`src/logic/bcs_pkg.sv`:
```
// package: register map, field layout, decoded-line carriers
package bcs_pkg;
  localparam int unsigned BCS_ADDR_W = 8;
  localparam logic [7:0] BCS_OFF_CONTROL = 8'h00;
  localparam logic [7:0] BCS_OFF_STATUS = 8'h04;
  localparam logic [7:0] BCS_OFF_STATIC = 8'h08;
  localparam logic [7:0] BCS_OFF_COMPUTED_JUMP_REGISTER = 8'h0C;
  localparam logic [31:0] BCS_CONTROL_RST = 32'h0000_0000;
  localparam logic [31:0] BCS_CONTROL_WMASK = 32'h0FFF_0000;
  localparam int unsigned BCS_IRQ_LSB = 16;
  localparam int unsigned BCS_FLGIN_LSB = 16;
  localparam int unsigned BCS_FLGDIR_LSB = 20;
  localparam int unsigned BCS_FLGOUT_LSB = 24;
  localparam int unsigned BCS_NPINS = 4;
  localparam int unsigned BCS_NSLOTS = 4;
  localparam int unsigned BCS_SHORT_W = 16;
  localparam logic [31:0] BCS_LINE_STEP = 32'h0000_0004;
  localparam logic [1:0] BCS_RESP_OKAY = 2'h0;
  localparam logic [1:0] BCS_RESP_SLVERR = 2'h2;

  // sequencer operation carried in slot 0
  typedef enum logic [3:0] {
    BCS_OP_NONE = 4'h0,
    BCS_OP_JUMP = 4'h1,
    BCS_OP_CALL = 4'h2,
    BCS_OP_COMPUTED_JUMP_REGISTER = 4'h3,
    BCS_OP_CJCALL = 4'h4,
    BCS_OP_NOP = 4'h5,
    BCS_OP_IDLE = 4'h6,
    BCS_OP_BINV = 4'h7,
    BCS_OP_TRAP = 4'h8,
    BCS_OP_ETRAP = 4'h9
  } bcs_op_t;

  // one decoded instruction line from the pipeline
  typedef struct packed {
    logic valid;
    logic [31:0] pc;
    logic has_cond;
    logic [4:0] cond_sel;
    logic cond_neg;
    logic cond_any_blk;
    logic [3:0] seq_slot;
    bcs_op_t op;
    logic abs_opt;
    logic np_opt;
    logic [15:0] imm_lo;
    logic ext_in_slot1;
    logic [15:0] imm_hi;
    logic [3:0] marked;
  } bcs_line_t;

  // line outcome toward the pipeline
  typedef struct packed {
    logic valid;
    logic bad_line;
    logic cond_true;
    logic branch;
    logic [31:0] target;
    logic predicted;
    logic [3:0] slot_exec;
    logic idle;
    logic binv;
    logic trap;
    logic etrap;
  } bcs_result_t;
endpackage

```
`src/logic/bcs_cond_eval.sv`:
```
`timescale 1ns/1ps
// condition evaluator: flag selection, block or-ing, negation
module bcs_cond_eval
  import bcs_pkg::*;
#(
  parameter int unsigned NFLAGS = 32
) (
  input wire logic [NFLAGS-1:0] flags_x, // compute block x status
  input wire logic [NFLAGS-1:0] flags_y, // compute block y status
  input wire logic [NFLAGS-1:0] flags_int, // integer unit status
  input wire logic [NFLAGS-1:0] static_flags, // stored static flags
  input wire logic [4:0] sel, // flag index
  input wire logic [1:0] src, // 0 x,1 y,2 integer,3 static
  input wire logic any_blk, // block not named
  input wire logic neg, // negated condition
  output logic result // condition outcome
);
  logic raw;

  // unnamed compute condition ors both blocks
  always_comb
  begin
    case (src)
      2'h0: raw = any_blk ? (flags_x[sel] | flags_y[sel])
                          : flags_x[sel];
      2'h1: raw = flags_y[sel];
      2'h2: raw = flags_int[sel];
      default: raw = static_flags[sel];
    endcase
    result = raw ^ neg;
  end
endmodule

```
`src/logic/bcs_axil_slave.sv`:
```
`timescale 1ns/1ps
// axi4-lite slave: handshakes, one write and one read in flight
module bcs_axil_slave
  import bcs_pkg::*;
(
  input wire logic clk, // core clock
  input wire logic rst_b, // async reset, active low
  input wire logic [7:0] awaddr, // write address
  input wire logic awvalid, // write address valid
  output logic awready, // write address ready
  input wire logic [31:0] wdata, // write data
  input wire logic [3:0] wstrb, // byte enables
  input wire logic wvalid, // write data valid
  output logic wready, // write data ready
  output logic [1:0] bresp, // write response
  output logic bvalid, // write response valid
  input wire logic bready, // write response ready
  input wire logic [7:0] araddr, // read address
  input wire logic arvalid, // read address valid
  output logic arready, // read address ready
  output logic [31:0] rdata, // read data
  output logic [1:0] rresp, // read response
  output logic rvalid, // read data valid
  input wire logic rready, // read data ready
  output logic wr_en, // register write pulse
  output logic [7:0] wr_addr, // register write address
  output logic [31:0] wr_data, // register write data
  output logic [3:0] wr_strb, // register byte enables
  input wire logic wr_ok, // address mapped
  output logic [7:0] rd_addr, // register read address
  input wire logic [31:0] rd_data, // register read data
  input wire logic rd_ok // read address mapped
);
  import bcs_pkg::*;

  typedef struct packed {
    logic aw_have;
    logic [7:0] aw;
    logic w_have;
    logic [31:0] w;
    logic [3:0] s;
    logic bv;
    logic [1:0] br;
    logic rv;
    logic [31:0] rd;
    logic [1:0] rr;
  } bcs_axs_t;

  bcs_axs_t st_q, st_d;

  assign awready = !st_q.aw_have && !st_q.bv;
  assign wready = !st_q.w_have && !st_q.bv;
  assign arready = !st_q.rv;
  assign bvalid = st_q.bv;
  assign bresp = st_q.br;
  assign rvalid = st_q.rv;
  assign rdata = st_q.rd;
  assign rresp = st_q.rr;
  assign wr_addr = st_q.aw;
  assign wr_data = st_q.w;
  assign wr_strb = st_q.s;
  assign wr_en = st_q.aw_have && st_q.w_have && !st_q.bv;
  assign rd_addr = araddr;

  // capture address and data in either order, then answer
  always_comb
  begin
    st_d = st_q;
    if (awvalid && awready)
    begin
      st_d.aw_have = 1'b1;
      st_d.aw = awaddr;
    end
    if (wvalid && wready)
    begin
      st_d.w_have = 1'b1;
      st_d.w = wdata;
      st_d.s = wstrb;
    end
    if (wr_en)
    begin
      st_d.aw_have = 1'b0;
      st_d.w_have = 1'b0;
      st_d.bv = 1'b1;
      st_d.br = wr_ok ? BCS_RESP_OKAY : BCS_RESP_SLVERR;
    end
    if (st_q.bv && bready)
      st_d.bv = 1'b0;
    if (arvalid && arready)
    begin
      st_d.rv = 1'b1;
      st_d.rd = rd_ok ? rd_data : 32'h0000_0000;
      st_d.rr = rd_ok ? BCS_RESP_OKAY : BCS_RESP_SLVERR;
    end
    else if (st_q.rv && rready)
      st_d.rv = 1'b0;
  end

  // state register
  always_ff @(posedge clk or negedge rst_b)
  begin
    if (!rst_b)
      st_q <= '0;
    else
      st_q <= st_d;
  end
endmodule

```
`src/logic/bcs_sequencer.sv`:
```
`timescale 1ns/1ps
// branch condition sequencer: predication, branches, control and status
//
// Behaviour
// - control bit one makes interrupt pin level-sensitive
// - control bit zero makes interrupt pin edge-sensitive
// - status bits 16-19 show sampled flag pin levels
// - direction bit one drives flag pin as output
// - one condition per line governs marked slots
// - conditional-do slots obey condition, others always run
// - else slots run only when branch not taken
// - unnamed block condition ors both compute blocks
// - sequencer instruction must sit in slot zero
// - targets over 16 bits use slot-one extension
// - static flag store holds flags for later conditions
// - call saves next line address, return uses it
// - computed call jumps to register, then saves return
// - relative targets from 32-bit pc, short absolute targets zero-extended
// - targets pc-relative unless absolute option given
// - conditional branch predicted unless not-predicted option
// - unconditional branch handled as predicted always-true
// - nop idle invalidate trap emulation-trap never predicated
module bcs_sequencer
  import bcs_pkg::*;
#(
  parameter int unsigned NFLAGS = 32
) (
  input wire logic clk, // core clock
  input wire logic rst_b, // async reset, active low
  input wire logic [7:0] awaddr, // axi write address
  input wire logic awvalid, // axi write address valid
  output logic awready, // axi write address ready
  input wire logic [31:0] wdata, // axi write data
  input wire logic [3:0] wstrb, // axi byte enables
  input wire logic wvalid, // axi write data valid
  output logic wready, // axi write data ready
  output logic [1:0] bresp, // axi write response
  output logic bvalid, // axi write response valid
  input wire logic bready, // axi write response ready
  input wire logic [7:0] araddr, // axi read address
  input wire logic arvalid, // axi read address valid
  output logic arready, // axi read address ready
  output logic [31:0] rdata, // axi read data
  output logic [1:0] rresp, // axi read response
  output logic rvalid, // axi read data valid
  input wire logic rready, // axi read data ready
  input wire bcs_pkg::bcs_line_t line_in, // decoded line
  input wire logic [1:0] cond_src, // condition source select
  input wire logic [NFLAGS-1:0] flags_x, // compute block x flags
  input wire logic [NFLAGS-1:0] flags_y, // compute block y flags
  input wire logic [NFLAGS-1:0] flags_int, // integer unit flags
  input wire logic static_we, // capture into static store
  input wire logic [NFLAGS-1:0] static_wdata, // flags to store
  input wire logic computed_jump_register_we, // integer unit loads jump register
  input wire logic [31:0] computed_jump_register_wdata, // computed jump address
  output bcs_pkg::bcs_result_t result, // line outcome
  input wire logic [3:0] irq_pin, // external interrupt pins
  output logic [3:0] irq_req, // interrupt requests
  input wire logic [3:0] irq_ack, // service of request
  input wire logic [3:0] gpio_in, // general signal pins input
  output logic [3:0] gpio_out, // general signal pins output
  output logic [3:0] gpio_oe // general signal pins enable
);
  import bcs_pkg::*;

  typedef struct packed {
    logic [31:0] control;
    logic [NFLAGS-1:0] static_flags;
    logic [31:0] computed_jump_register;
    logic [3:0] flg_in;
    logic [3:0] irq_prev;
    logic [3:0] irq_lat;
    logic [3:0] gpo;
    logic [3:0] gpoe;
    bcs_result_t res;
  } bcs_state_t;

  bcs_state_t st_q, st_d;
  logic wr_en;
  logic [7:0] wr_addr;
  logic [31:0] wr_data;
  logic [3:0] wr_strb;
  logic wr_ok;
  logic [7:0] rd_addr;
  logic [31:0] rd_data;
  logic rd_ok;
  logic cond_hit;
  logic [31:0] status_word;

  bcs_axil_slave u_axil (
    .clk(clk),
    .rst_b(rst_b),
    .awaddr(awaddr),
    .awvalid(awvalid),
    .awready(awready),
    .wdata(wdata),
    .wstrb(wstrb),
    .wvalid(wvalid),
    .wready(wready),
    .bresp(bresp),
    .bvalid(bvalid),
    .bready(bready),
    .araddr(araddr),
    .arvalid(arvalid),
    .arready(arready),
    .rdata(rdata),
    .rresp(rresp),
    .rvalid(rvalid),
    .rready(rready),
    .wr_en(wr_en),
    .wr_addr(wr_addr),
    .wr_data(wr_data),
    .wr_strb(wr_strb),
    .wr_ok(wr_ok),
    .rd_addr(rd_addr),
    .rd_data(rd_data),
    .rd_ok(rd_ok)
  );

  bcs_cond_eval #(
    .NFLAGS(NFLAGS)
  ) u_cond (
    .flags_x(flags_x),
    .flags_y(flags_y),
    .flags_int(flags_int),
    .static_flags(st_q.static_flags),
    .sel(line_in.cond_sel),
    .src(cond_src),
    .any_blk(line_in.cond_any_blk),
    .neg(line_in.cond_neg),
    .result(cond_hit)
  );

  // status word: flag pin levels in the upper half
  always_comb
  begin
    status_word = 32'h0000_0000;
    status_word[BCS_FLGIN_LSB +: BCS_NPINS] = st_q.flg_in;
  end

  // register read decode
  always_comb
  begin
    rd_ok = 1'b1;
    case (rd_addr)
      BCS_OFF_CONTROL: rd_data = st_q.control;
      BCS_OFF_STATUS: rd_data = status_word;
      BCS_OFF_STATIC: rd_data = 32'(st_q.static_flags);
      BCS_OFF_COMPUTED_JUMP_REGISTER: rd_data = st_q.computed_jump_register;
      default:
      begin
        rd_data = 32'h0000_0000;
        rd_ok = 1'b0;
      end
    endcase
  end

  assign wr_ok = (wr_addr == BCS_OFF_CONTROL) ||
                 (wr_addr == BCS_OFF_STATIC) ||
                 (wr_addr == BCS_OFF_COMPUTED_JUMP_REGISTER) ||
                 (wr_addr == BCS_OFF_STATUS);
  assign result = st_q.res;
  assign irq_req = st_q.irq_lat;
  assign gpio_out = st_q.gpo;
  assign gpio_oe = st_q.gpoe;

  // next state: registers, pins, line evaluation
  always_comb
  begin
    logic [31:0] wm;
    logic [31:0] imm;
    logic [31:0] tgt;
    logic [31:0] ret;
    logic is_branch;
    logic taken;
    logic always_op;
    logic use_cond;
    logic seq_line;
    logic bad;
    wm = 32'h0000_0000;
    imm = 32'h0000_0000;
    tgt = 32'h0000_0000;
    ret = 32'h0000_0000;
    is_branch = 1'b0;
    taken = 1'b0;
    always_op = 1'b0;
    use_cond = 1'b0;
    seq_line = 1'b0;
    bad = 1'b0;
    st_d = st_q;
    // software writes, byte enables honoured
    for (int b = 0; b < 4; b++)
      wm[b*8 +: 8] = {8{wr_strb[b]}};
    if (wr_en && wr_addr == BCS_OFF_CONTROL)
      st_d.control = (st_q.control & ~(wm & BCS_CONTROL_WMASK)) |
                     (wr_data & wm & BCS_CONTROL_WMASK);
    if (wr_en && wr_addr == BCS_OFF_STATIC)
      st_d.static_flags = NFLAGS'((32'(st_q.static_flags) & ~wm) |
                                  (wr_data & wm));
    if (wr_en && wr_addr == BCS_OFF_COMPUTED_JUMP_REGISTER)
      st_d.computed_jump_register = (st_q.computed_jump_register & ~wm) | (wr_data & wm);
    if (static_we)
      st_d.static_flags = static_wdata;
    if (computed_jump_register_we)
      st_d.computed_jump_register = computed_jump_register_wdata;
    // flag pins: direction and value
    st_d.gpoe = st_q.control[BCS_FLGDIR_LSB +: BCS_NPINS];
    st_d.gpo = st_q.control[BCS_FLGOUT_LSB +: BCS_NPINS];
    for (int p = 0; p < BCS_NPINS; p++)
      if (!st_q.control[BCS_FLGDIR_LSB + p])
        st_d.flg_in[p] = gpio_in[p];
    // interrupt pins: edge latches, level follows
    st_d.irq_prev = irq_pin;
    for (int p = 0; p < BCS_NPINS; p++)
    begin
      if (st_q.control[BCS_IRQ_LSB + p])
        st_d.irq_lat[p] = irq_pin[p];
      else if (irq_pin[p] && !st_q.irq_prev[p])
        st_d.irq_lat[p] = 1'b1;
      else if (irq_ack[p])
        st_d.irq_lat[p] = 1'b0;
    end
    // line evaluation
    always_op = (line_in.op == BCS_OP_NOP) || (line_in.op == BCS_OP_IDLE)
      || (line_in.op == BCS_OP_BINV) || (line_in.op == BCS_OP_TRAP)
      || (line_in.op == BCS_OP_ETRAP);
    seq_line = line_in.op != BCS_OP_NONE;
    bad = seq_line && (line_in.seq_slot != 4'h1);
    is_branch = (line_in.op == BCS_OP_JUMP) || (line_in.op == BCS_OP_CALL)
      || (line_in.op == BCS_OP_COMPUTED_JUMP_REGISTER) || (line_in.op == BCS_OP_CJCALL);
    use_cond = line_in.has_cond && !always_op;
    taken = use_cond ? cond_hit : 1'b1;
    imm = {16'h0000, line_in.imm_lo};
    if (line_in.ext_in_slot1)
      imm[31:BCS_SHORT_W] = line_in.imm_hi;
    else if (!line_in.abs_opt)
      imm[31:BCS_SHORT_W] = {16{line_in.imm_lo[BCS_SHORT_W-1]}};
    ret = line_in.pc + BCS_LINE_STEP;
    tgt = line_in.abs_opt ? imm : line_in.pc + imm;
    if (line_in.op == BCS_OP_COMPUTED_JUMP_REGISTER || line_in.op == BCS_OP_CJCALL)
      tgt = st_q.computed_jump_register;
    st_d.res = '0;
    st_d.res.valid = line_in.valid;
    if (line_in.valid && !bad)
    begin
      st_d.res.cond_true = taken;
      st_d.res.branch = is_branch && taken;
      st_d.res.target = tgt;
      st_d.res.predicted = is_branch &&
                           (!use_cond || !line_in.np_opt);
      for (int s = 0; s < BCS_NSLOTS; s++)
      begin
        if (!line_in.marked[s])
          st_d.res.slot_exec[s] = 1'b1;
        else if (is_branch)
          st_d.res.slot_exec[s] = !taken;
        else
          st_d.res.slot_exec[s] = taken;
      end
      st_d.res.idle = line_in.op == BCS_OP_IDLE;
      st_d.res.binv = line_in.op == BCS_OP_BINV;
      st_d.res.trap = line_in.op == BCS_OP_TRAP;
      st_d.res.etrap = line_in.op == BCS_OP_ETRAP;
      if (taken && (line_in.op == BCS_OP_CALL ||
                    line_in.op == BCS_OP_CJCALL))
        st_d.computed_jump_register = ret;
    end
    else if (line_in.valid)
      st_d.res.bad_line = 1'b1;
  end

  // state register
  always_ff @(posedge clk or negedge rst_b)
  begin
    if (!rst_b)
    begin
      st_q <= '0;
      st_q.control <= BCS_CONTROL_RST;
    end
    else
      st_q <= st_d;
  end
endmodule

```
`config.mk`:
```
export PLATFORM = sky130hd
export DESIGN_NAME = bcs_sequencer
export DESIGN_NICKNAME = d
export VERILOG_FILES = /design/src/logic/bcs_pkg.sv /design/src/logic/bcs_cond_eval.sv /design/src/logic/bcs_axil_slave.sv /design/src/logic/bcs_sequencer.sv
export SDC_FILE = /design/constraint.sdc
export NUM_CORES = 1
export LEC_CHECK = 0
export ABC_AREA = 1
export BUFFER_PORTS_ARGS = -buffer_cell sky130_fd_sc_hd__buf_2
export CAP_MARGIN = 20
export CORE_MARGIN = 5
export CORE_UTILIZATION = 58
export DETAILED_ROUTE_END_ITERATION = 10
export PLACE_DENSITY = 0.88
export SLEW_MARGIN = 20
export SYNTH_ARGS = -nofsm -noshare
export SYNTH_HDL_FRONTEND = slang
export SYNTH_SLANG_ARGS = --single-unit
```
`constraint.sdc`:
```
create_clock -name clk -period 3.5 [get_ports clk]
set_input_delay 0.35 -clock clk [delete_from_list [all_inputs] [get_ports clk]]
set_output_delay 0.35 -clock clk [all_outputs]
set_load 0.02 [all_outputs]
```
## After elaboration in Yosys (flattened, before gate mapping)

Cells that the tools add are included.

- Word-level logic and storage cells: 183
- Bits in registers: 245
- Output and inout port bits: 98
- Bits of input ports: 323

- Mux-type cells: 54
- $add $sub $neg: 2
- Bitwise logic cells: 11
- Eq/ne operators: 18
- Reductions and logical operators: 62
- $lt $le $gt $ge: 1

Operator list:

| operator | number |
|---|---|
| $mux 32 | 9 |
| $and 32x32->32 | 4 |
| $pmux 32 s4 | 1 |
| $or 32x32->32 | 2 |
| $mux 43 | 1 |
| $mux 37 | 1 |
| $add 32x3->32 const B | 1 |
| $add 32x32->32 | 1 |
| $eq 8x4->1 const B | 4 |
| $mux 16 | 2 |
| $not 28->32 | 1 |
| $not 32->32 | 1 |
| $or 32x28->32 | 1 |
| $mux 1 | 31 |
| $logic_and 1x1->1 | 22 |
| $bmux 1 s5 | 4 |
| $eq 4x3->1 const B | 4 |
| $eq 8x3->1 const B | 2 |
| $logic_not 8->1 | 2 |
| $logic_not 1->1 | 13 |
| $logic_or 1x1->1 | 13 |
| $reduce_bool 3->1 | 4 |
| $reduce_bool 2->1 | 5 |
| $mux 9 | 1 |
| other kinds (15) | 18 |

## Depth between registers and ports, before layout

Gate-level depths: netlist (run 1).

- Depth in word-level cells: 12
- Depth in mapped cells: 20

## Cells and area by module

From an unflattened synthesis (run 1), not the netlist that was laid out.

- Cells, all modules: 2407
- Area, all modules: 16280.6 um2

By module, submodules not included:

| module | cells an instance | area an instance (um2) | instances |
|---|---|---|---|
| bcs_sequencer | 1612 | 10852.9 | 1 |
| bcs_axil_slave | 444 | 3911.3 | 1 |
| bcs_cond_eval | 351 | 1516.5 | 1 |

## Least setup slack after synthesis (run 1)

OpenSTA, ideal clock, no wires.

- Path type: input -> register
- Start: in line_in[38] (netlist bit)
- End: reg st_q (netlist bit result[36])
- Arrival: 2.625 ns
- Slack: 0.743 ns
- Required time: 3.368 ns
- Stages on the path: 16
- Path through: inv_2 > a21oi_1 > inv_1 > o21ai_0 > inv_1 > ha_1 > nand2_1 > nor4_1 > nand3_1 > nand3_1 > nand2_1 > nand2_1 > xnor2_1 > a21oi_1 > nor2_1 > nor2_1

RTL lines:

| what | RTL line | source |
|---|---|---|
| start: declaration | bcs_sequencer.sv:47 | `input wire bcs_pkg::bcs_line_t line_in,` |
| end signal: assignment | bcs_sequencer.sv:281 | `st_q <= st_d;` |
| end: declaration | bcs_sequencer.sv:78 | `bcs_state_t st_q, st_d;` |

==> results of run 1 <==
-- metal layers --
layer,part of all wire [%],track usage (%)
met2,48,61.00
met1,37,44.87
met4,5.3,17.50
met3,9.3,6.551
met5,0,0
-- cell usage in the layout (no fill, tap or decap), drive strengths merged, types with 4 or more instances in the layout --
cell type	Yosys	layout
xor2	30	30
nand3	151	151
o22ai	11	11
ha	34	34
a221oi	10	10
nor4	10	10
a31oi	9	9
o21ai	193	193
mux2	32	32
nand2	566	566
xnor2	25	25
inv	204	205
a211oi	4	4
o21bai	9	9
a21oi	127	127
nor3	17	17
dfrtp	223	223
o211ai	20	20
dlygate4sd3	0	15
nor2	171	171
clkbuf	58	34
clkinv	1	8
nand4	20	20
diode	0	10
buf	124	452
-- metrics by stage --
step,area (sq um),hold WS (ps)
2_1_floorplan,14850,54.41
3_3_place_gp,16520,283.5
3_5_place_dp,16520,288.7
4_1_cts,17440,2.796
5_1_grt,17470,14.67
6_report,17470,8.917
-- worst max path at each step --
stage | startpoint | to | cells after the start
after floorplan | line_in[38] | result[36] | 16
final | u_axil.bvalid | st_q[95] | 12
after global placement | line_in[36] | result[34] | 15
after global routing | u_axil.bvalid | st_q[95] | 12
after CTS | u_axil.bvalid | st_q[95] | 12
after detailed placement | line_in[36] | result[34] | 15
-- power breakdown --
part,total (mW),internal [mW],switching [mW]
clock network,2.51,1.40,1.12
registers,3.40,3.02,0.377
logic,2.29,0.867,1.42
total,8.20,5.28,2.92
-- repair_timing --
item,4_1_cts,5_1_grt
endpoints found under the hold margin,67,0
resized for setup,0,0
hold buffers,15,0
-- cells by family after synthesis --
kind of cell / count (synthesis)
AOI/OAI and AO/OA: 393
xor gates and xnor gates: 55
adders and majority gates: 35
buffers and inverters: 387
DFF: 223
muxes: 32
other: 1
and+or+nand+nor: 944
-- layout make-up --
cell class	instances	share of cell area [%]
diodes	10	0.1432
multi-input cells	1461	42.29
flip-flops and latches	223	31.94
repair buffers	467	14.42
clock inverters	10	0.4870
well taps	330	2.364
clock buffers	34	3.946
inverters	205	4.405
==> metrics list, run 1 <==
* Status: finished, final reports clean
- The biggest area contributor in the post-synthesis netlist is sky130_fd_sc_hd__dfrtp_1.
* Via count of the first global-routing pass: around 15000
- The number of cells on the worst reg-to-reg path is 12.
- The worst setup path is captured at a flip-flop.
* DIE AREA: between 0.02 and 0.03 sq mm
- Along the worst path, the maximum fanout reaches 9.
- Prior to clock tree synthesis, the placed netlist has a worst setup slack of 369.1 ps.
- At the end of the flow the core is filled with cells to 69.37%.
- Count of antenna-violating nets left after detailed routing: 0
- Type of the tightest min-delay check: input pin to flip-flop
- Insertion delay to the later sink of the worst-skew pair: between 500 and 600 ps
* Largest net degree at the start of global routing: roughly 100
* Total negative setup slack: 0 ps
- Post-layout net count: 2741
- STA classifies the critical path startpoint as a flip-flop.
* Post-Synthesis Cells: 2070
- Part of the cycle the worst path needs: around four fifths
- Placed instance count: around 2700
- Slew margin rel.: 29.47%
- The congestion estimate from routability-driven global placement came to 1.014.
* RSZ-0062 raised after global routing: false
- For the pin with the worst max-slew slack, the measured transition is roughly 1100 ps.
- Post-synthesis cell type count: just under 50
- Number of maximum-capacitance violations: 0
* Leakage Power: between 9 and 10 nW
- TritonCTS buffer count: 25
- The cell sitting at the root of the clock tree is a sky130_fd_sc_hd__clkbuf_16.
* Estimated wirelength of the detail-placed design: 42.44 mm
- Summed over its instances, the top area cell type makes up a little under two fifths of the synthesized netlist area.
* Main area contributors after synthesis: sky130_fd_sc_hd__dfrtp_1 38%, sky130_fd_sc_hd__nand2_1 14%, sky130_fd_sc_hd__o21ai_0 5.6%
- After synthesis, the share of flip-flops with an asynchronous set or reset is 100.0%.
- Dividing the detail-routed wire length by the instance count gives between 15 and 20 um.
- Area fraction in and, or, nand and nor cells after synthesis: 26.36%
* Global-route total usage across every layer: 36.11%
- Among all flip-flop cells after synthesis, the most frequent one is sky130_fd_sc_hd__dfrtp_1.
- After synthesis, the mean cell area works out to 7.172 sq um.
- Traced cell by cell, the critical path runs through nor3_2, inv_1, nor2_1, inv_1, nor3_2, nand2_1, nand2_1, nand3_1, o21ai_0, nand2_1, nand2_1, inv_1.
- CP max-delay cell: sky130_fd_sc_hd__nor3_2
- Yosys instantiated no cell more often than sky130_fd_sc_hd__nand2_1.
- In the routed design, unresolved DRC markers number 0.
- In this run the power density over the cells is roughly 470 mW/mm^2.
* Sequential element share of the synthesized area: 37.59%
- Number of synthesized flops with an enable pin: 0
* Number of port buffers: ~420
- After detailed routing, the number of vias per cell comes to 5.682.
- From bottom edge to top edge, the die measures around 170 um.
* Start point of the worst min-delay path: line_in[0]
* XOR/XNOR Fraction of Synth Area: 3.245%
- Clock tree buffer depth: 3
* Clock sinks: 223
- Initial core utilization: 58.96%
- Count of yosys warnings during synthesis: 0
- In this design, the largest share of critical-path delay is due to simple AND/OR/NAND/NOR gates.
* Final Hold Vio Count: 0
- In this run the cell area of the synthesized design comes to between 0.01 and 0.015 sq mm.
- Compound-Gate Fraction of Synth Area: 14.60%
* Endpoint of the lowest-slack register-to-register path: st_q[95]
- The first global-routing pass estimated 82.72 mm of wire.
- The initial antenna violation count was 8.
- Hold EP: result[4]
- Sequential cell area: between 0.005 and 0.006 sq mm
- The number of buffers and inverters on the critical path is 3.
- Placement row count: 58
- The largest single stage delay on the critical path is 570 ps.
- STA puts the critical path data required time at 3930 ps.
- The worst hold path was traced through 2 stages.
- Time the final worst path needs with I/O delays and setup: 2790 ps
- Highest clock frequency the design can meet: 0.3585 GHz
- Cells with a size suffix above 1 make up 22.79% of the layout.
* Number of synthesized register bits: about 220
* CTS H-tree lvls: 1
* Non-filler cells, final: 2740
* Clock-pin slew of the registers on the worst-case setup and hold paths: 60 ps
- The clock arrives with around 12 ps of skew.
* R2r startpoint: u_axil.bvalid
* Area occupied by multi-input gates: 0.007387 sq mm
- CTS tree: done
- The final number of max-transition violations was 0.
- For this run, the detailed router's first-pass iteration total came to 8.
- Data arrives at the worst endpoint at 3220 ps.
- In this run the register-to-register setup slack is 710 ps.
* Total congestion overflow: 0
* Dominant combinational cell family by area after synthesis: simple AND/OR/NAND/NOR gates
- Wires add up to 54.47 mm.
- Across the VDD grid, the largest voltage drop is 0.3190 mV.
- Setup violations remaining at the end of the flow were counted as 0.
* Number of buffers inserted to repair setup after CTS: 0
- Area of the core: 0.02518 sq mm
* # IOs: between 400 and 500
* Vias: 15570
* Area growth from synthesis to final layout: 17.66%
- Die W: 170.0 um
- Of the post-synthesis cell area, the part taken by muxes is 2.427%.
- Counting stages on the worst path, the most repeated cell is sky130_fd_sc_hd__nand2_1.
- In the post-route analysis, the smallest setup slack over all paths is 710.4 ps.
* Fill cell total of the finished layout: 2141
* Top cells by instance count after synthesis: 566 x sky130_fd_sc_hd__nand2_1, 223 x sky130_fd_sc_hd__dfrtp_1, 201 x sky130_fd_sc_hd__inv_1
- After Yosys synthesis, full adders, half adders and majority gates account for 3.000% of the synthesized area.
* 1st-iter DRT viols: 1339
- Overall power consumption after layout is estimated at about 8 mW.
- Critical path class: flip-flop to flip-flop
(Power assumes the default switching activity.)
==> run 2: changes to the inputs <==
CORE_UTILIZATION = 54   (was 58)
PLACE_DENSITY = 0.82   (was 0.88)
clock period = 2.6 ns   (was 3.5 ns; I/O delays follow)
==> run 2 against run 1 <==
- the flow now finishes with violations (hold timing)
- count of clock-buffer cells in the layout increased by 2
- design area increased by 7.1%
- utilization decreased by 0.16 points
- critical path type is now input pin to flip-flop
- die area increased by 7.0%
- via count increased by 4.0%
- flip-flop and latch count unchanged
- critical endpoint is now result[27]
- clock skew increased by 7.5 ps
- sequential power increased by 35%
- first-iteration DRC count decreased by 4.9%
- highest routed layer unchanged
- global-route usage increased by 0.34 points
==> metrics list, run 2 (synthesized netlist as in run 1, its figures left out) <==
- The flow ran to the end, but the final reports show violations.
- The checks that failed: hold timing.
- Leaving out fill and tap cells, the most frequent cell in the layout is sky130_fd_sc_hd__nand2_1.
- The share of total power in sequential cells was 40.3% (-1.1 points).
* 1st-iter DRT viols: 1274 (-4.9%)
* TritonCTS buffer count: 24 (-4.0%)
- The final number of max-transition violations came to 0 (unchanged).
- Count of antenna-violating nets left after detailed routing: 0 (unchanged)
- Setup repair after global routing left no endpoint under its margin.
* Crit Path Max Fanout: 4 (-5)
- The post-detailed-route wirelength per cell is 20.43 um (+2.8%).
* Clock sinks: 223 (unchanged)
- Power density normalized to cell area: 611.0 mW/mm^2 (+30%)
* Power dissipated by switching net loads: 4.048 mW (+39%)
- Highest clock frequency the design can meet: 0.3999 GHz
* Number of port buffers: 418 (unchanged)
- The floorplan row count is 60 (+3.4%).
- Largest net degree at the start of global routing: 72 (-27%)
* CTS H-tree lvls: 1 (unchanged)
* Fraction of layout instances using a drive strength above 1: 24.93% (+2.1 points)
- The clock latency on the worst-skew pair is 540 ps (about the same).
- The post-detailed-routing wire length came to 58.92 mm (+8.2%).
- Share of total power in combinational logic: 29.5% (+1.6 points)
* Global-route total usage across every layer: 36.45% (+0.34 points)
- The floorplan die height came to 175.8 um (+3.4%).
- Time the final worst path needs with I/O delays and setup: 2500 ps
- WHS: -3.227 ps (-12.14 ps)
- Total negative setup slack: 0 ps (unchanged)
- The first-pass GRT wire length came to 88.61 mm (+7.1%).
- The worst-case headroom to the max-slew limit is 47.18% (+18 points).
- Number of maximum-capacitance violations: 0 (unchanged)
- Start point of the worst min-delay path: awaddr[0]
- Total congestion overflow: 0 (unchanged)
- The total number of vias is 16190 (+4.0%).
* Post-layout net count: 2876 (+4.9%)
* Clk network pwr share: 30.2% (-0.4 points)
- The share of the core filled with cells came to 69.21% (-0.16 points).
- In this run the worst hold path is classified as input pin to flip-flop.
- The root buffer cell chosen for the clock tree is sky130_fd_sc_hd__clkbuf_16.
* Area of the core: 0.02703 sq mm (+7.3%)
* Final estimated routing congestion in global placement: 0.9822 (-3.1%)
* CTS tree: done
* Critical path class: input pin to flip-flop
- The startpoint identified for the worst register-to-register timing path is u_axil.bvalid.
* Initial core utilization: 54.94% (-4.0 points)
- DIE AREA: 0.03091 sq mm (+7.0%)
- Kind of capture point of the worst setup path: flip-flop
- Clock tree buffer depth: 3 (unchanged)
* Setup violation total in the final timing report: 0 (unchanged)
- Total internal power: 7.382 mW (+40%)
- Antenna violations before repair: 8 (unchanged)
* Transition time at the pin with the least slew margin: 785.6 ps (-268.6 ps)
- Maximum VDD drop: 0.4973 mV (+56%)
- The final hold violation count is 1 (+1).
- Area growth from synthesis to final layout: 25.99%
- Leakage Power: 9.965 nW (+7.1%)
* Part of the cycle the worst path needs: between 90% and 100%
* # IOs: 421 (unchanged)
- The worst setup path is launched from an input pin.
- Launch point of the critical path: line_in[57]
- The arrival time of the worst setup path is 2920 ps (-300 ps).
- Routed vias/inst: 5.614 (-1.2%)
- Max Clock Skew: 19.82 ps (+7.500 ps)
- Die W: 175.8 um (+3.4%)
- Fraction of power spent switching nets: 35.41% (-0.18 points)
- The total iterations of the first detailed-routing run was 7 (-1).
- Via count of the first global-routing pass: 15980 (+4.5%)
* Post-layout power: 11.43 mW (+39%)
- In the layout the commonest cells are 565 x sky130_fd_sc_hd__nand2_1, 417 x sky130_fd_sc_hd__buf_2, 223 x sky130_fd_sc_hd__dfrtp_1.
* Estimated wirelength of the detail-placed design: 44.91 mm (+5.8%)
* Worst EP required: 3020 ps (-910 ps)
- Clock-pin slew of the registers on the worst-case setup and hold paths: 70 ps (about the same)
- Remaining routing DRC violations: 0 (unchanged)
-- run 2: power by group through the flow --
stage	logic (mW)	registers (mW)	clock network, mW
detailed placement	3.17	4.62	0
floorplan	2.08	4.37	0
global route	3.71	4.65	3.62
global placement	3.12	4.60	0
finish	3.37	4.60	3.46
CTS	3.28	4.56	3.45
-- run 2: repair_timing --
| action | in CTS | in global routing |
|---|---|---|
| setup endpoints to repair | 0 | 6 |
| endpoints found under the hold margin | 134 | 0 |
| hold buffers | 66 | 0 |
| resized for setup | 0 | 2 |
| setup buffers | 0 | 0 |
-- run 2: routing by layer --
layer / share of wire (%) / GRT usage, % / vias up
met2: 48 / 62.45 / 911
met3: 8.6 / 6.457 / 201
met5: 0 / 0 / -
met4: 5.9 / 19.30 / 0
li1: - / - / 7585
met1: 37 / 43.86 / 7493
-- run 2: per-stage QoR --
| stage | area (sq um) | cells | setup WS, ps |
|---|---|---|---|
| finish | 18710 | 2884 | 99.64 |
| global route | 18710 | 2884 | 1.498 |
| CTS | 18680 | 2876 | 50.41 |
| detailed placement | 17250 | 2767 | -124.4 |
| global placement | 17250 | 2767 | -72.96 |
| floorplan | 14850 | 2071 | 91.27 |
-- run 2: area by class of cell --
cell class	instances	area, sq um
Clock inverter	7	75.07
Multi-Input combinational cell	1461	7395
Tap cell	341	426.7
Timing Repair Buffer	603	3744
Clock buffer	36	695.7
Antenna cell	8	20.02
Sequential cell	223	5580
Fill cell	2356	8320
Inverter	205	769.5
-- run 2: path summary, 6_finish.rpt --
path	end	slack [ps]	cells after the start
min in group asynchronous	irq_req[3]	310	2
setup / recovery	result[27]	100	14
max in group asynchronous	gpio_out[0]	1490	3
hold reg to reg	gpio_oe[1]	460	0
setup reg to reg	flip-flop	270	10
hold / removal	u_axil.wr_addr[0]	-3	2
-- run 2: worst max-delay path: stages --
cell and delay (ps):
sky130_fd_sc_hd__dlygate4sd3_1 550, sky130_fd_sc_hd__buf_2 160, sky130_fd_sc_hd__ha_1 350, sky130_fd_sc_hd__nand2_1 90, sky130_fd_sc_hd__o21ai_1 90, sky130_fd_sc_hd__a21oi_2 240, sky130_fd_sc_hd__inv_1 150, sky130_fd_sc_hd__a21oi_1 280
sky130_fd_sc_hd__o21bai_1 130, sky130_fd_sc_hd__nand2_1 70, sky130_fd_sc_hd__inv_1 30, sky130_fd_sc_hd__o21ai_0 150, sky130_fd_sc_hd__o211ai_1 100, sky130_fd_sc_hd__a21oi_1 270
==> run 3: changes to the inputs <==
CORE_UTILIZATION = 45   (was 54)
PLACE_DENSITY = 0.71   (was 0.82)
REMOVE_ABC_BUFFERS = 1   (was default)
==> run 3 against run 2 <==
- the flow now finishes without violations
- first-iteration DRC count down 3.2%
- design area increased by 2.3%
- setup slack better by 110 ps
- non-clock buffer count is 33 higher
- hold slack better by 8.4 ps
- critical path depth increased by 2
- clock power up 4%
- cell count rose by 4.7%
- die area rose by 19%
- total power increased by 0.96%
- register-to-register slack better by 60 ps
- count of clock-buffer cells in the layout rose by 2
==> metrics list, run 3 (synthesized netlist as in run 1, its figures left out) <==
- Status: finished, final reports clean
- Area post-placement: 0.01758 sq mm (+1.9%)
* Count of buffer and inverter cells on the critical path: 5 (+1)
* Total non-filler cell area in the finished layout: 0.01914 sq mm (+2.3%)
- Slew margin rel.: 33.64% (-14 points)
- Commonest non-fill, non-tap cell in the layout: sky130_fd_sc_hd__nand2_1
- Critical path class: input pin to flip-flop
- Type of the tightest min-delay check: input pin to flip-flop
* Slowest Stage Delay on Critical Path: 360 ps (-190 ps)
* Setup violation total in the final timing report: 0 (unchanged)
- Max Clock Skew: 17.32 ps (-2.503 ps)
* Transition time at the pin with the least slew margin: 994.4 ps (+208.7 ps)
- The die area was 0.03673 sq mm (+19%).
- Relative to the synthesized area, the layout overhead comes to 28.91%.
- # IOs: 421 (unchanged)
- Endpoint of the lowest-slack register-to-register path: st_q[96]
- The register-to-register path setup slack came to 330 ps (+60 ps).
* Count of antenna-violating nets left after detailed routing: 0 (unchanged)
- The arrival time of the worst setup path is 2760 ps (-160 ps).
- Buffer type at the clock tree root: sky130_fd_sc_hd__clkbuf_16
- The worst setup path is launched from an input pin.
- Maximum VDD drop: 0.4345 mV (-13%)
* Number of pins exceeding their max-slew limit in the final report: 0 (unchanged)
- TritonCTS buffer count: 26 (+8.3%)
* Series of cell instances along the critical path: buf_2, inv_1, buf_4, nor2_1, nor2_1, ha_1, buf_4, a21oi_1, buf_4, o211ai_1, a21oi_1, nand2_1, xor2_1, nand2_1, nand2_1, a21oi_1
* Number of buffers inserted to repair setup after CTS: 0 (unchanged)
* Clock sinks: 223 (unchanged)
- The floorplan row count was 66 (+10%).
* Estimated wirelength of the detail-placed design: 45.12 mm (+0.48%)
- The data required time at the worst endpoint is 2970 ps (-50 ps).
- The total core area is 0.03254 sq mm (+20%).
- The port buffer count was 418 (unchanged).
- Cell family with the largest share of critical-path delay: buffers and inverters
* CTS tree: done
- The filler cell count in the final layout came to 3147 (+34%).
- The remaining global-route overflow was 0 (unchanged).
- The deepest level of the CTS H-tree is 1 (unchanged).
- The post-detailed-route wirelength per cell came to 19.27 um (-5.6%).
- 1st-iter DRT viols: 1233 (-3.2%)
- Total negative setup slack: 0 ps (unchanged)
* Via count of the first global-routing pass: 16020 (+0.24%)
- Commonest non-fill, non-tap cells in the layout: 565 x sky130_fd_sc_hd__nand2_1, 417 x sky130_fd_sc_hd__buf_2, 223 x sky130_fd_sc_hd__dfrtp_1
- Launch point of the critical path: line_in[20]
- The post-layout net count was 2911 (+1.2%).
- The worst setup path is captured at a flip-flop.
* First-pass GRT wire length: 88.28 mm (-0.37%)
- The initial antenna violation count is 8 (unchanged).
- Number of maximum-capacitance violations: 0 (unchanged)
- Largest net degree at the start of global routing: 83 (+15%)
- The final worst-path cycle share came to 92.00% (-4.2 points).
- Time the final worst path needs with I/O delays and setup: 2392 ps (-108.4 ps)
- Final Hold Vio Count: 0 (-1)
- CP max-delay cell: sky130_fd_sc_hd__ha_1
- The die extent in x was 191.6 um (+9.0%).
- The mean number of vias per cell was 5.274 (-6.0%).
- Global-route total usage across every layer: 30.55% (-5.9 points)
- The logic depth of the worst path, buffers included is 16 (+2).
- The clock input transition at the sequential cells of the worst setup and hold paths is 60 ps (about the same).
* DRT Wirelength: 58.19 mm (-1.2%)
- Setup repair after global routing left no endpoint under its margin.
* Start point of the worst min-delay path: static_wdata[1]
- The highest attainable clock frequency came to 0.4181 GHz (+4.5%).
* Final estimated routing congestion in global placement: 0.9672 (-1.5%)
* Clock tree buffer depth: 3 (unchanged)
- CP endpoint: result[37]
- The power per cell area came to 602.9 mW/mm^2 (-1.3%).
- R2R cell count: 16 (+6)
- The ratio of cells with drive above 1 in the final layout was 25.81% (+0.88 points).
- Insertion delay to the later sink of the worst-skew pair: 540 ps (about the same)
- The total iterations of the first detailed-routing run came to 5 (-2).
- Initial core utilization: 45.63% (-9.3 points)
- Die Ht: 191.6 um (+9.0%)
- Vias: 15920 (-1.6%)
- Crit Path Max Fanout: 15 (+11)
- The leakage power total is 10.15 nW (+1.8%).
- Remaining routing DRC violations: 0 (unchanged)
==> run 3: cell count changes in the layout (fill, tap and decap cells not counted), sizes merged <==
cell	change
buf	+29
clkbuf	+2
clkinv	-2
clkinvlp	+1
dlygate4sd3	+4
==> run 3: worst min path at each step <==
stage	endpoint	slack, ps	cells after the start
floorplan	asynchronous set/reset pin	-40	0
global placement	st_q[85]	300	1
detailed placement	st_q[85]	310	1
CTS	flip-flop	0.8	3
global route	flip-flop	6	3
finish	flip-flop	5	3
==> run 3: what timing repair did <==
action / CTS / global route
setup endpoints to repair: 0 / 3
hold endpoints to repair: 145 / 1
gates resized for setup: 0 / 3
hold buffers: 69 / 1
==> run 3: metrics by stage <==
step	total power [mW]	hold WS (ps)	utilization, %	setup slack (ps)	instances
after floorplan	6.302	-35.59	-	-276.8	1889
after global placement	7.783	303.2	54.03	-478.0	2897
after detailed placement	7.835	311.2	54.03	-449.9	2897
after CTS	11.51	0.8388	58.69	82.77	3010
after global routing	12.14	5.890	58.83	14.11	3019
final	11.54	5.188	58.83	208.0	3019
==> run 3: layout make-up <==
type	instances	area, sq um	share of cell area, %
multi-input cells	1461	7400	38.66
repair buffers	636	3989	20.84
flip-flops and latches	223	5580	29.16
inverters	205	769.5	4.020
clock inverters	6	61.31	0.3203
well taps	442	553.0	2.889
diodes	8	20.02	0.1046
clock buffers	38	767.0	4.007
==> run 3: per-layer routing <==
layer,vias up,part of all wire [%],GRT usage [%]
met4,0,4.4,12.62
met2,693,47,50.80
met5,-,0,0
met1,7455,41,39.73
met3,145,7.6,5.053
li1,7630,-,-
==> run 3: where the power goes <==
group	internal, mW	switching, mW
sequential	4.06	0.477
clock	2.13	1.47
combinational	1.42	1.98
total	7.62	3.92
==> run 3: worst min-delay path, stage by stage <==
cell and delay [ps]:
sky130_fd_sc_hd__buf_2 70, sky130_fd_sc_hd__o211ai_1 90, sky130_fd_sc_hd__o21ai_0 80
